`src/scr_pkg.sv`:
```
// Shared constants and types of the serializer configuration register block
package scr_pkg;
  // ----------------------------------------------------------------
  // Register indexes (byte address is four times the index)
  // ----------------------------------------------------------------
  localparam logic [5:0] I_OWN = 6'h00;
  localparam logic [5:0] I_PEER = 6'h01;
  localparam logic [5:0] I_SPRD = 6'h02;
  localparam logic [5:0] I_CAL = 6'h03;
  localparam logic [5:0] I_FLT = 6'h08;
  localparam logic [5:0] I_ISTAT = 6'h20;
  localparam logic [5:0] I_IMASK = 6'h21;
  localparam logic [5:0] I_LOCK_END = 6'h1F;
  localparam logic [5:0] I_NONE = 6'h3F;
  // ----------------------------------------------------------------
  // Reset values and write masks
  // ----------------------------------------------------------------
  localparam logic [7:0] RST_OWN = 8'h80;
  localparam logic [7:0] RST_PEER = 8'h90;
  localparam logic [7:0] RST_SPRD = 8'h1F;
  localparam logic [7:0] RST_CAL = 8'h00;
  localparam logic [7:0] PEER_WMASK = 8'hFE;
  // ----------------------------------------------------------------
  // Field positions and values
  // ----------------------------------------------------------------
  localparam int LOCK_BIT = 0;
  localparam int SOUND_BIT = 4;
  localparam int SS_LSB = 5;
  localparam int PIX_LSB = 2;
  localparam int RATE_LSB = 0;
  localparam int RECAL_LSB = 6;
  localparam int STRAP_SS_BIT = 0;
  localparam logic [1:0] RANGE_AUTO = 2'h3;
  localparam logic [1:0] WIRE_OK = 2'h2;
  localparam logic [5:0] SAW_AUTO = 6'h00;
  // ----------------------------------------------------------------
  // Interrupt bits and bus answers
  // ----------------------------------------------------------------
  localparam int IRQ_FLT_ON = 0;
  localparam int IRQ_FLT_OFF = 1;
  localparam int IRQ_BLOCKED = 2;
  localparam logic [1:0] RESP_OKAY = 2'h0;
  localparam logic [1:0] RESP_DECERR = 2'h3;
  // ----------------------------------------------------------------
  // Recalibration timing
  // ----------------------------------------------------------------
  localparam int unsigned CLK_KHZ = 40000;
  localparam int unsigned RECAL_SHORT_MS = 2;
  localparam int unsigned RECAL_MID_MS = 16;
  localparam int unsigned RECAL_LONG_MS = 256;
  localparam int unsigned RECAL_SHORT_CYC = RECAL_SHORT_MS * CLK_KHZ;
  localparam int unsigned RECAL_MID_CYC = RECAL_MID_MS * CLK_KHZ;
  localparam int unsigned RECAL_LONG_CYC = RECAL_LONG_MS * CLK_KHZ;
  typedef enum logic [1:0] {
    RECAL_ONCE = 2'h0,
    RECAL_SHORT = 2'h1,
    RECAL_MID = 2'h2,
    RECAL_LONG = 2'h3
  } scr_recal_t;
endpackage : scr_pkg

```
`src/scr_reg_if.sv`:
```
// Register access carrier between the bus slave and the register bank
`timescale 1ns/100ps
interface scr_reg_if;
  logic wr_en;
  logic [5:0] wr_idx;
  logic [7:0] wr_data;
  logic wr_lane;
  logic wr_hit;
  logic rd_en;
  logic [5:0] rd_idx;
  logic [7:0] rd_data;
  logic rd_hit;
  modport slave (output wr_en, wr_idx, wr_data, wr_lane, rd_en, rd_idx,
                 input wr_hit, rd_data, rd_hit);
  modport bank (input wr_en, wr_idx, wr_data, wr_lane, rd_en, rd_idx,
                output wr_hit, rd_data, rd_hit);
endinterface : scr_reg_if

```
`src/scr_axil_slave.sv`:
```
// AXI4-Lite slave that turns bus transfers into register strobes
`timescale 1ns/100ps
module scr_axil_slave (
  // Clock and reset
  input wire logic aclk,
  input wire logic aresetn,
  // Write channels
  input wire logic [11:0] awaddr,
  input wire logic awvalid,
  output logic awready,
  input wire logic [31:0] wdata,
  input wire logic [3:0] wstrb,
  input wire logic wvalid,
  output logic wready,
  output logic [1:0] bresp,
  output logic bvalid,
  input wire logic bready,
  // Read channels
  input wire logic [11:0] araddr,
  input wire logic arvalid,
  output logic arready,
  output logic [31:0] rdata,
  output logic [1:0] rresp,
  output logic rvalid,
  input wire logic rready,
  // Register side
  scr_reg_if.slave bus
);
  logic have_aw;
  logic have_w;
  logic have_ar;
  logic [5:0] aw_idx;
  logic [5:0] ar_idx;
  logic [7:0] wbyte;
  logic wlane;

  // Addresses above the decoded window fold onto an unmapped index
  function automatic logic [5:0] to_idx(input logic [11:0] a);
    return (a[11:8] == 4'h0) ? a[7:2] : scr_pkg::I_NONE;
  endfunction : to_idx

  // Strobes toward the bank
  assign bus.wr_en = have_aw && have_w;
  assign bus.wr_idx = aw_idx;
  assign bus.wr_data = wbyte;
  assign bus.wr_lane = wlane;
  assign bus.rd_en = have_ar;
  assign bus.rd_idx = ar_idx;

  // Write path: address and data taken in either order, one write in flight
  always_ff @(posedge aclk) begin
    if (!aresetn) begin
      have_aw <= 1'b0;
      have_w <= 1'b0;
      awready <= 1'b1;
      wready <= 1'b1;
      bvalid <= 1'b0;
      bresp <= scr_pkg::RESP_OKAY;
      aw_idx <= scr_pkg::I_NONE;
      wbyte <= 8'h00;
      wlane <= 1'b0;
    end else begin
      if (awvalid && awready) begin
        have_aw <= 1'b1;
        awready <= 1'b0;
        aw_idx <= to_idx(awaddr);
      end
      if (wvalid && wready) begin
        have_w <= 1'b1;
        wready <= 1'b0;
        wbyte <= wdata[7:0];
        wlane <= wstrb[0];
      end
      if (bus.wr_en) begin
        have_aw <= 1'b0;
        have_w <= 1'b0;
        bvalid <= 1'b1;
        bresp <= bus.wr_hit ? scr_pkg::RESP_OKAY : scr_pkg::RESP_DECERR;
      end
      if (bvalid && bready) begin
        bvalid <= 1'b0;
        awready <= 1'b1;
        wready <= 1'b1;
      end
    end
  end

  // Read path: data captured one cycle after the address is taken
  always_ff @(posedge aclk) begin
    if (!aresetn) begin
      have_ar <= 1'b0;
      arready <= 1'b1;
      rvalid <= 1'b0;
      rresp <= scr_pkg::RESP_OKAY;
      rdata <= 32'h00000000;
      ar_idx <= scr_pkg::I_NONE;
    end else begin
      if (arvalid && arready) begin
        have_ar <= 1'b1;
        arready <= 1'b0;
        ar_idx <= to_idx(araddr);
      end
      if (have_ar) begin
        have_ar <= 1'b0;
        rvalid <= 1'b1;
        rdata <= {24'h000000, bus.rd_data};
        rresp <= bus.rd_hit ? scr_pkg::RESP_OKAY : scr_pkg::RESP_DECERR;
      end
      if (rvalid && rready) begin
        rvalid <= 1'b0;
        arready <= 1'b1;
      end
    end
  end
endmodule : scr_axil_slave

```
`src/scr_config_regs.sv`:
```
// Serializer configuration register bank with AXI4-Lite access
`timescale 1ns/100ps
// Summary of operation
// - Own address in reg 0 bits 7:1 resets 1000000; peer address resets 1001000.
// - With the lock bit set, registers own_address_and_lock to 0x1F become read only.
// - Lock holds until power is removed or power-down input goes low.
// - Spread field 7:5 of reg 2 selects spread amount per its eight codes.
// - Spread field powers up as 000 or 001 from the strap pins.
// - Pixel range field 3:2 selects 12.5-25, 25-50 or 50-104 MHz.
// - Pixel range 11, the reset value, means automatic detection.
// - Bit rate field 1:0 selects 0.5-1, 1-2 or 2-3.12 Gbps.
// - Bit rate field 11, the reset value, means automatic detection.
// - Recal field 7:6 of reg 3: once, every 2, 16 or 256 ms.
// - Sawtooth divider 000000 means auto calibrate, else manual value.
// - Fault register bits 3:2 report the minus wire state.
// - Fault register bits 1:0 report the plus wire state.
// - Fault output goes low while a wire fault exists, high when normal.
module scr_config_regs #(
  parameter int unsigned RECAL_SHORT_CYC = scr_pkg::RECAL_SHORT_CYC,
  parameter int unsigned RECAL_MID_CYC = scr_pkg::RECAL_MID_CYC,
  parameter int unsigned RECAL_LONG_CYC = scr_pkg::RECAL_LONG_CYC
) (
  // Clock and reset
  input wire logic aclk,
  input wire logic aresetn,
  // AXI4-Lite write address
  input wire logic [11:0] awaddr,
  input wire logic awvalid,
  output logic awready,
  // AXI4-Lite write data and response
  input wire logic [31:0] wdata,
  input wire logic [3:0] wstrb,
  input wire logic wvalid,
  output logic wready,
  output logic [1:0] bresp,
  output logic bvalid,
  input wire logic bready,
  // AXI4-Lite read
  input wire logic [11:0] araddr,
  input wire logic arvalid,
  output logic arready,
  output logic [31:0] rdata,
  output logic [1:0] rresp,
  output logic rvalid,
  input wire logic rready,
  // Device pins
  input wire logic power_down_n,
  input wire logic [1:0] strap_pins_low,
  input wire logic link_locked,
  input wire logic [1:0] minus_wire_sense,
  input wire logic [1:0] plus_wire_sense,
  output logic line_fault_out_n,
  output logic irq,
  // Configuration toward the link
  output logic [6:0] own_bus_address,
  output logic [6:0] peer_bus_address,
  output logic config_write_lock,
  output logic [2:0] spread_amount,
  output logic [5:0] spread_tenths,
  output logic sound_channel_on,
  output logic [1:0] pixel_clock_range,
  output logic pixel_range_auto,
  output logic [1:0] bit_rate_range,
  output logic bit_rate_auto,
  output logic [1:0] spread_recal_interval,
  output logic recal_pulse,
  output logic [5:0] sawtooth_divider,
  output logic sawtooth_auto
);
  // ----------------------------------------------------------------
  // Declarations
  // ----------------------------------------------------------------
  scr_reg_if bus ();
  logic [7:0] cfg [0:3];
  logic init_pending;
  logic [1:0] minus_q;
  logic [1:0] plus_q;
  logic fault_q;
  logic [2:0] irq_stat;
  logic [2:0] irq_mask;
  wire clr;
  wire locked;
  wire fault_now;
  wire wr_prot;
  wire wr_cfg_ok;
  wire wr_blocked;
  wire wr_istat;
  wire wr_imask;
  wire [7:0] wr_byte;
  wire [2:0] w1c;
  wire [2:0] irq_set;
  wire [2:0] next_irq_stat;

  // ----------------------------------------------------------------
  // Functions
  // ----------------------------------------------------------------
  // Decoded register set, shared by the read and write answers
  function automatic logic is_mapped(input logic [5:0] i);
    return (i <= scr_pkg::I_CAL) || (i == scr_pkg::I_FLT) ||
           (i == scr_pkg::I_ISTAT) || (i == scr_pkg::I_IMASK);
  endfunction : is_mapped

  // Spread amount in tenths of a percent; codes 000 and 100 mean none
  function automatic logic [5:0] spread_lut(input logic [2:0] c);
    case (c)
      3'h1: return 6'h05;
      3'h2: return 6'h0F;
      3'h3: return 6'h14;
      3'h5: return 6'h0A;
      3'h6: return 6'h1E;
      3'h7: return 6'h28;
      default: return 6'h00;
    endcase
  endfunction : spread_lut

  // ----------------------------------------------------------------
  // Bus slave and recalibration timer
  // ----------------------------------------------------------------
  scr_axil_slave u_slave (
    .aclk(aclk),
    .aresetn(aresetn),
    .awaddr(awaddr),
    .awvalid(awvalid),
    .awready(awready),
    .wdata(wdata),
    .wstrb(wstrb),
    .wvalid(wvalid),
    .wready(wready),
    .bresp(bresp),
    .bvalid(bvalid),
    .bready(bready),
    .araddr(araddr),
    .arvalid(arvalid),
    .arready(arready),
    .rdata(rdata),
    .rresp(rresp),
    .rvalid(rvalid),
    .rready(rready),
    .bus(bus)
  );

  scr_recal_timer #(
    .CYC_SHORT(RECAL_SHORT_CYC),
    .CYC_MID(RECAL_MID_CYC),
    .CYC_LONG(RECAL_LONG_CYC)
  ) u_timer (
    .aclk(aclk),
    .aresetn(aresetn),
    .run(link_locked && power_down_n),
    .mode(scr_pkg::scr_recal_t'(spread_recal_interval)),
    .tick(recal_pulse)
  );

  // ----------------------------------------------------------------
  // Write decode
  // ----------------------------------------------------------------
  // Power-down returns everything but the bus slave to defaults, which also drops the lock
  assign clr = !aresetn || !power_down_n;
  assign locked = cfg[scr_pkg::I_OWN[1:0]][scr_pkg::LOCK_BIT];
  assign wr_prot = bus.wr_idx <= scr_pkg::I_LOCK_END;
  // Locked writes to mapped registers are answered OKAY (unmapped ones DECERR) but never reach the storage
  assign wr_blocked = bus.wr_en && locked && wr_prot;
  assign wr_cfg_ok = bus.wr_en && bus.wr_lane && !locked &&
                     (bus.wr_idx <= scr_pkg::I_CAL);
  // Interrupt registers sit outside the locked range so they stay usable
  assign wr_istat = bus.wr_en && bus.wr_lane && (bus.wr_idx == scr_pkg::I_ISTAT);
  assign wr_imask = bus.wr_en && bus.wr_lane && (bus.wr_idx == scr_pkg::I_IMASK);
  assign wr_byte = (bus.wr_idx == scr_pkg::I_PEER) ?
                   (bus.wr_data & scr_pkg::PEER_WMASK) : bus.wr_data;
  assign bus.wr_hit = is_mapped(bus.wr_idx);

  // ----------------------------------------------------------------
  // Read decode
  // ----------------------------------------------------------------
  // Fault register shows the sampled wire states; reserved bits read zero
  assign bus.rd_hit = is_mapped(bus.rd_idx);
  assign bus.rd_data = (bus.rd_idx <= scr_pkg::I_CAL) ? cfg[bus.rd_idx[1:0]] :
                       (bus.rd_idx == scr_pkg::I_FLT) ? {4'h0, minus_q, plus_q} :
                       (bus.rd_idx == scr_pkg::I_ISTAT) ? {5'h00, irq_stat} :
                       (bus.rd_idx == scr_pkg::I_IMASK) ? {5'h00, irq_mask} :
                       8'h00;

  // ----------------------------------------------------------------
  // Configuration storage
  // ----------------------------------------------------------------
  // Strap level is caught by the first clocked cycle after reset release
  always_ff @(posedge aclk) begin
    if (clr) begin
      cfg[0] <= scr_pkg::RST_OWN;
      cfg[1] <= scr_pkg::RST_PEER;
      cfg[2] <= scr_pkg::RST_SPRD;
      cfg[3] <= scr_pkg::RST_CAL;
      init_pending <= 1'b1;
    end else begin
      init_pending <= 1'b0;
      if (init_pending) begin
        cfg[2][scr_pkg::SS_LSB +: 3] <= {2'b00, strap_pins_low[scr_pkg::STRAP_SS_BIT]};
      end
      if (wr_cfg_ok) begin
        cfg[bus.wr_idx[1:0]] <= wr_byte;
      end
    end
  end

  // Field views of the storage
  assign own_bus_address = cfg[0][7:1];
  assign peer_bus_address = cfg[1][7:1];
  assign config_write_lock = locked;
  assign spread_amount = cfg[2][scr_pkg::SS_LSB +: 3];
  assign sound_channel_on = cfg[2][scr_pkg::SOUND_BIT];
  assign pixel_clock_range = cfg[2][scr_pkg::PIX_LSB +: 2];
  assign bit_rate_range = cfg[2][scr_pkg::RATE_LSB +: 2];
  assign spread_recal_interval = cfg[3][scr_pkg::RECAL_LSB +: 2];
  assign sawtooth_divider = cfg[3][5:0];

  // Decoded modes, registered so every output leaves a flip-flop
  always_ff @(posedge aclk) begin
    if (!aresetn) begin
      spread_tenths <= 6'h00;
      pixel_range_auto <= 1'b1;
      bit_rate_auto <= 1'b1;
      sawtooth_auto <= 1'b1;
    end else begin
      spread_tenths <= spread_lut(spread_amount);
      pixel_range_auto <= pixel_clock_range == scr_pkg::RANGE_AUTO;
      bit_rate_auto <= bit_rate_range == scr_pkg::RANGE_AUTO;
      sawtooth_auto <= sawtooth_divider == scr_pkg::SAW_AUTO;
    end
  end

  // ----------------------------------------------------------------
  // Line fault status and interrupts
  // ----------------------------------------------------------------
  // Detector codes pass straight through; no filter, software may add one
  assign fault_now = (minus_q != scr_pkg::WIRE_OK) || (plus_q != scr_pkg::WIRE_OK);
  assign irq_set = {wr_blocked, fault_q && !fault_now, !fault_q && fault_now};
  assign w1c = wr_istat ? bus.wr_data[2:0] : 3'h0;
  // A new event in the clearing cycle survives: set is applied last
  assign next_irq_stat = (irq_stat & ~w1c) | irq_set;

  always_ff @(posedge aclk) begin
    if (clr) begin
      minus_q <= scr_pkg::WIRE_OK;
      plus_q <= scr_pkg::WIRE_OK;
      fault_q <= 1'b0;
      line_fault_out_n <= 1'b1;
      irq_stat <= 3'h0;
      irq_mask <= 3'h0;
      irq <= 1'b0;
    end else begin
      minus_q <= minus_wire_sense;
      plus_q <= plus_wire_sense;
      fault_q <= fault_now;
      line_fault_out_n <= !fault_now;
      irq_stat <= next_irq_stat;
      irq_mask <= wr_imask ? bus.wr_data[2:0] : irq_mask;
      irq <= |(irq_stat & irq_mask);
    end
  end
endmodule : scr_config_regs

```
`src/scr_recal_timer.sv`:
```
// Spread-modulation recalibration interval timer
`timescale 1ns/100ps
module scr_recal_timer #(
  parameter int unsigned CYC_SHORT = scr_pkg::RECAL_SHORT_CYC,
  parameter int unsigned CYC_MID = scr_pkg::RECAL_MID_CYC,
  parameter int unsigned CYC_LONG = scr_pkg::RECAL_LONG_CYC
) (
  // Clock and reset
  input wire logic aclk,
  input wire logic aresetn,
  // Control
  input wire logic run,
  input wire scr_pkg::scr_recal_t mode,
  // Result
  output logic tick
);
  logic [23:0] count;
  logic fired;
  wire [23:0] limit;

  // Last count of the selected interval
  assign limit = (mode == scr_pkg::RECAL_SHORT) ? 24'(CYC_SHORT - 1) :
                 (mode == scr_pkg::RECAL_MID) ? 24'(CYC_MID - 1) : 24'(CYC_LONG - 1);

  // Idle while unlocked; a mode change re-aims the compare without restart
  always_ff @(posedge aclk) begin
    if (!aresetn || !run) begin
      count <= 24'h000000;
      fired <= 1'b0;
      tick <= 1'b0;
    end else if (mode == scr_pkg::RECAL_ONCE) begin
      tick <= !fired;
      fired <= 1'b1;
      count <= 24'h000000;
    end else if (count >= limit) begin
      tick <= 1'b1;
      fired <= 1'b1;
      count <= 24'h000000;
    end else begin
      tick <= 1'b0;
      count <= count + 24'h000001;
    end
  end
endmodule : scr_recal_timer

```
`config.mk`:
```
export PLATFORM = sky130hd
export DESIGN_NAME = scr_config_regs
export DESIGN_NICKNAME = d
export VERILOG_FILES = /design/src/scr_pkg.sv /design/src/scr_reg_if.sv /design/src/scr_axil_slave.sv /design/src/scr_config_regs.sv /design/src/scr_recal_timer.sv
export SDC_FILE = /design/constraint.sdc
export NUM_CORES = 1
export LEC_CHECK = 0
export ABC_AREA = 1
export BUFFER_PORTS_ARGS = -buffer_cell sky130_fd_sc_hd__buf_2
export CORE_AREA = 2 2 122 94
export DETAILED_ROUTE_END_ITERATION = 7
export DIE_AREA = 0 0 124 96
export PLACE_DENSITY_LB_ADDON = 0.08
export RECOVER_POWER = 25
export SYNTH_ARGS = -nofsm -noshare
export SYNTH_HDL_FRONTEND = slang
export SYNTH_SLANG_ARGS = --single-unit
export TNS_END_PERCENT = 50
```
`constraint.sdc`:
```
create_clock -name aclk -period 4.75 [get_ports aclk]
set_clock_uncertainty 0.15 [all_clocks]
set_input_delay 0 -clock aclk [delete_from_list [all_inputs] [get_ports aclk]]
set_output_delay 0 -clock aclk [all_outputs]
set_load 0.02 [all_outputs]
```
==> impl_results.md <==
- RSZ-0062 raised after global routing: no
- Area of the mapped netlist: roughly 5800 µm²
- Sw frac: 24.5%
- CTS Root Cell: clkbuf_16
- Yosys cell types: 39
- Post_cts resized: 0
- P_sw: 619 µW
- HP Start: plus_wire_sense[1]
- Post-CTS Setup Bufs: 0
- Reg2reg path depth: 7
- Max-slew headroom: 5.30%
- Synth-to-Final Area Change: 27.6%
- Fraction of layout instances using a drive strength above 1: 12.8%
- Reg power frac: 44.2%
- ANT cells: 0
- Nature of the critical path endpoint: flip-flop
- PD cells: 344 nW/µm²
- Final WL: 15100 µm
- Setup TNS: 0 ps
- Combinational share of power: 7.5%
- Num CTS Buffers: 17
- Leak: 0.00308 µW
- FF+latch count, synth: 122
- Die extent in x: 124 µm
- Mean Syn Cell Area: 7.97 µm²
- Hold path cells: 3
- Drt first pass iters: 5
- Worst path max stage delay: 1030 ps
- Top FF cell, synth: dfxtp_1
- Worst Max-Slew Pin Slew: approximately 1400 ps
- Chip height: 96 µm
- Asr flop ratio synth: 0%
- Full die area: 11900 µm²
- Pwr Total: between 2000 and 3000 µW
- FF-to-FF setup slack: approximately 2100 ps
- Sequential fraction of the synthesis area: 48.0%
- Worst-path clk slew: roughly 60 ps
- WP data arrival: 3310 ps
- Final max-slew violation count: 0
- Hold endpoint: plus_q[1]
- WS Path Type: in -> reg
- Critical Path RT: 4660 ps
- Antenna Nets Post-Route: 0
- TritonCTS clock tree: done
- NumNets Final: 976
- Maximum capacitance violations: 0
- Number of global-route vias before repair: 4596
- Final Wtd Congestion: 0.907
- Core Region: 10700 µm²
- Worst min path class: in -> reg
- Fill count: 907
- Post-layout min period: 3400 ps
- Pin count of the biggest net entering global routing: 32
- Clock buffer depth: 2
- Critical Path, Cell by Cell: dlygate4sd3_1, clkbuf_1, nand2_1, nor3_2, nand2_2, inv_2, nand2_2, nand2_1
- Reg2reg start: u_slave.awready
- Initial core utilization: 53.6%
- Status: complete, no violations
- Leading area contributor after synthesis: dfxtp_1
- CP max stage cell: clkbuf_1
- Clk pwr share: 48.3%
- Clk_lat worst skew: 410 ps
- Fin worst setup slack: 1350 ps
- Total number of vias: 5218
- All-layer global routing usage: 26.2%
- DP Wirelength: 10400 µm
- # setup viols final: 0
- Worst-path fanout max: 31
- Fmax: 294 MHz
- DR iter-0 viols: 434
- # IOs: 159
- Synth Instances: 722
- CTS H-tree lvls: 4
- Vias per inst: 5.04
- Initial antenna violation count: 0
- Sink Count: 122
- Top-area cell type share of the netlist area: 31.3%
- Mean routed wirelength per cell: 14.6 µm
- DRC errors left: 0
- Row count: 33
- Pint: about 1900 µW
- Synth top area cells: dfxtp_1 31%, edfxtp_1 17%, nand2_1 10%
- Max VDD drop: 0.267 mV
- Tcrit/Tclk final: a little under three quarters
- First-pass GRT wire length: 23100 µm
- Reg-to-reg endpoint: u_slave.bus.wr_idx[4]
- Final hold violation count: 0
- Global route overflow: 0
- Pre-CTS setup slack: 2310 ps
- Synth warnings: 0
- CP Launch Type: input pin
- Post-synth EDFFs: 32
- Port Buf Inserts: about 100
- Crit. Startpoint: aresetn
worst max path at each step:
stage	slack (ps)	end	cells after the start
global placement	2380	cfg[0][2]	7
CTS	2210	cfg[1][0]	8
floorplan	2470	u_timer.count[2]	11
detailed placement	2310	u_timer.count[1]	10
global route	1090	cfg[0][4]	8
finish	1350	cfg[0][4]	8
worst max-delay path: cells and delay by family:
family        cells  cell delay, ps
buf+inv           3            1670
simple gates      5            1630
cell families (layout without fill, tap and decap cells):
kind of cell / Yosys count / count (layout) / synth area share (%)
adders and majority gates: 18 / 18 / 3.91
other: 1 / 25 / 0.0651
buffers and inverters: 125 / 275 / 10.6
AOI/OAI and AO/OA: 95 / 95 / 9.13
DFF: 122 / 122 / 48.0
and+or+nand+nor: 346 / 346 / 26.0
xor gates and xnor gates: 15 / 15 / 2.28
repair_timing:
item,in CTS,in global routing
endpoints found under the hold margin,44,0
hold buffers,61,0
setup endpoints to repair,0,0
flip-flops by register name, indices dropped and copies added, names as in the netlist, 2 cells and up, named ones only:
register and flops:
plus_q 2, irq_mask 3, irq_stat 3, u_slave.bus.rd_idx 6, u_slave.rdata 8, u_slave.bus.wr_idx 6
spread_tenths 6, u_timer.count 24, u_slave.bus.wr_data 8, cfg 32, minus_q 2
metal layers:
| layer | vias up | track usage, % | part of all wire [%] |
|---|---|---|---|
| met5 | - | 0 | 0 |
| met4 | 0 | 6.55 | 0.64 |
| met3 | 6 | 6.75 | 9.0 |
| met2 | 249 | 38.6 | 42 |
| met1 | 2358 | 38.3 | 48 |
| li1 | 2605 | - | - |
layout make-up:
type	count	area [µm²]	area share (%)
clock buffers	20	489	6.66
flip-flops and latches	122	2760	37.6
repair buffers	163	1060	14.4
clock inverters	12	86.3	1.18
well taps	140	175	2.38
inverters	80	300	4.09
multi-input cells	499	2470	33.7
layout by cell type (no fill, tap or decap), types with 5 or more instances in the layout:
master	n
inv_2	8
ha_1	18
inv_1	72
clkbuf_16	19
o21ai_0	36
nand3_1	23
nand4_1	8
buf_2	53
o22ai_1	15
dlygate4sd3_1	61
a21oi_1	32
dfxtp_1	90
nor2_2	6
nor3_1	6
nand2_1	161
edfxtp_1	32
clkinvlp_4	5
clkbuf_1	49
conb_1	25
nor2_1	118
xor2_1	11
Yosys cell counts (6+ instances only):
cell,number
ha_1,18
a21oi_1,32
nor2_1,118
o21ai_0,36
nand2_1,161
inv_2,8
o22ai_1,15
dfxtp_1,90
buf_4,33
nor3_1,6
xor2_1,11
nand4_1,8
nor2_2,6
clkbuf_1,7
edfxtp_1,32
nand3_1,23
inv_1,72
power groups by stage:
| stage | Sequential [µW] | Clock, µW | Combinational, µW |
|---|---|---|---|
| final | 1120 | 1220 | 188 |
| after global routing | 1120 | 1280 | 207 |
| after CTS | 1110 | 1240 | 187 |
| after detailed placement | 1140 | 0 | 159 |
| after global placement | 1130 | 0 | 157 |
| after floorplan | 1150 | 0 | 107 |
metrics by stage:
stage                     std cells  hold WS (ps)  utilization, %  area (µm²)
final                          1036           194            68.4        7350
after global routing           1036           184            68.4        7350
after CTS                      1036           141            69.0        7410
after detailed placement        943          39.1            57.9        6220
after global placement          943          36.0            57.9        6220
after floorplan                 746         -43.4               -        5850
(Power assumes the default switching activity.)
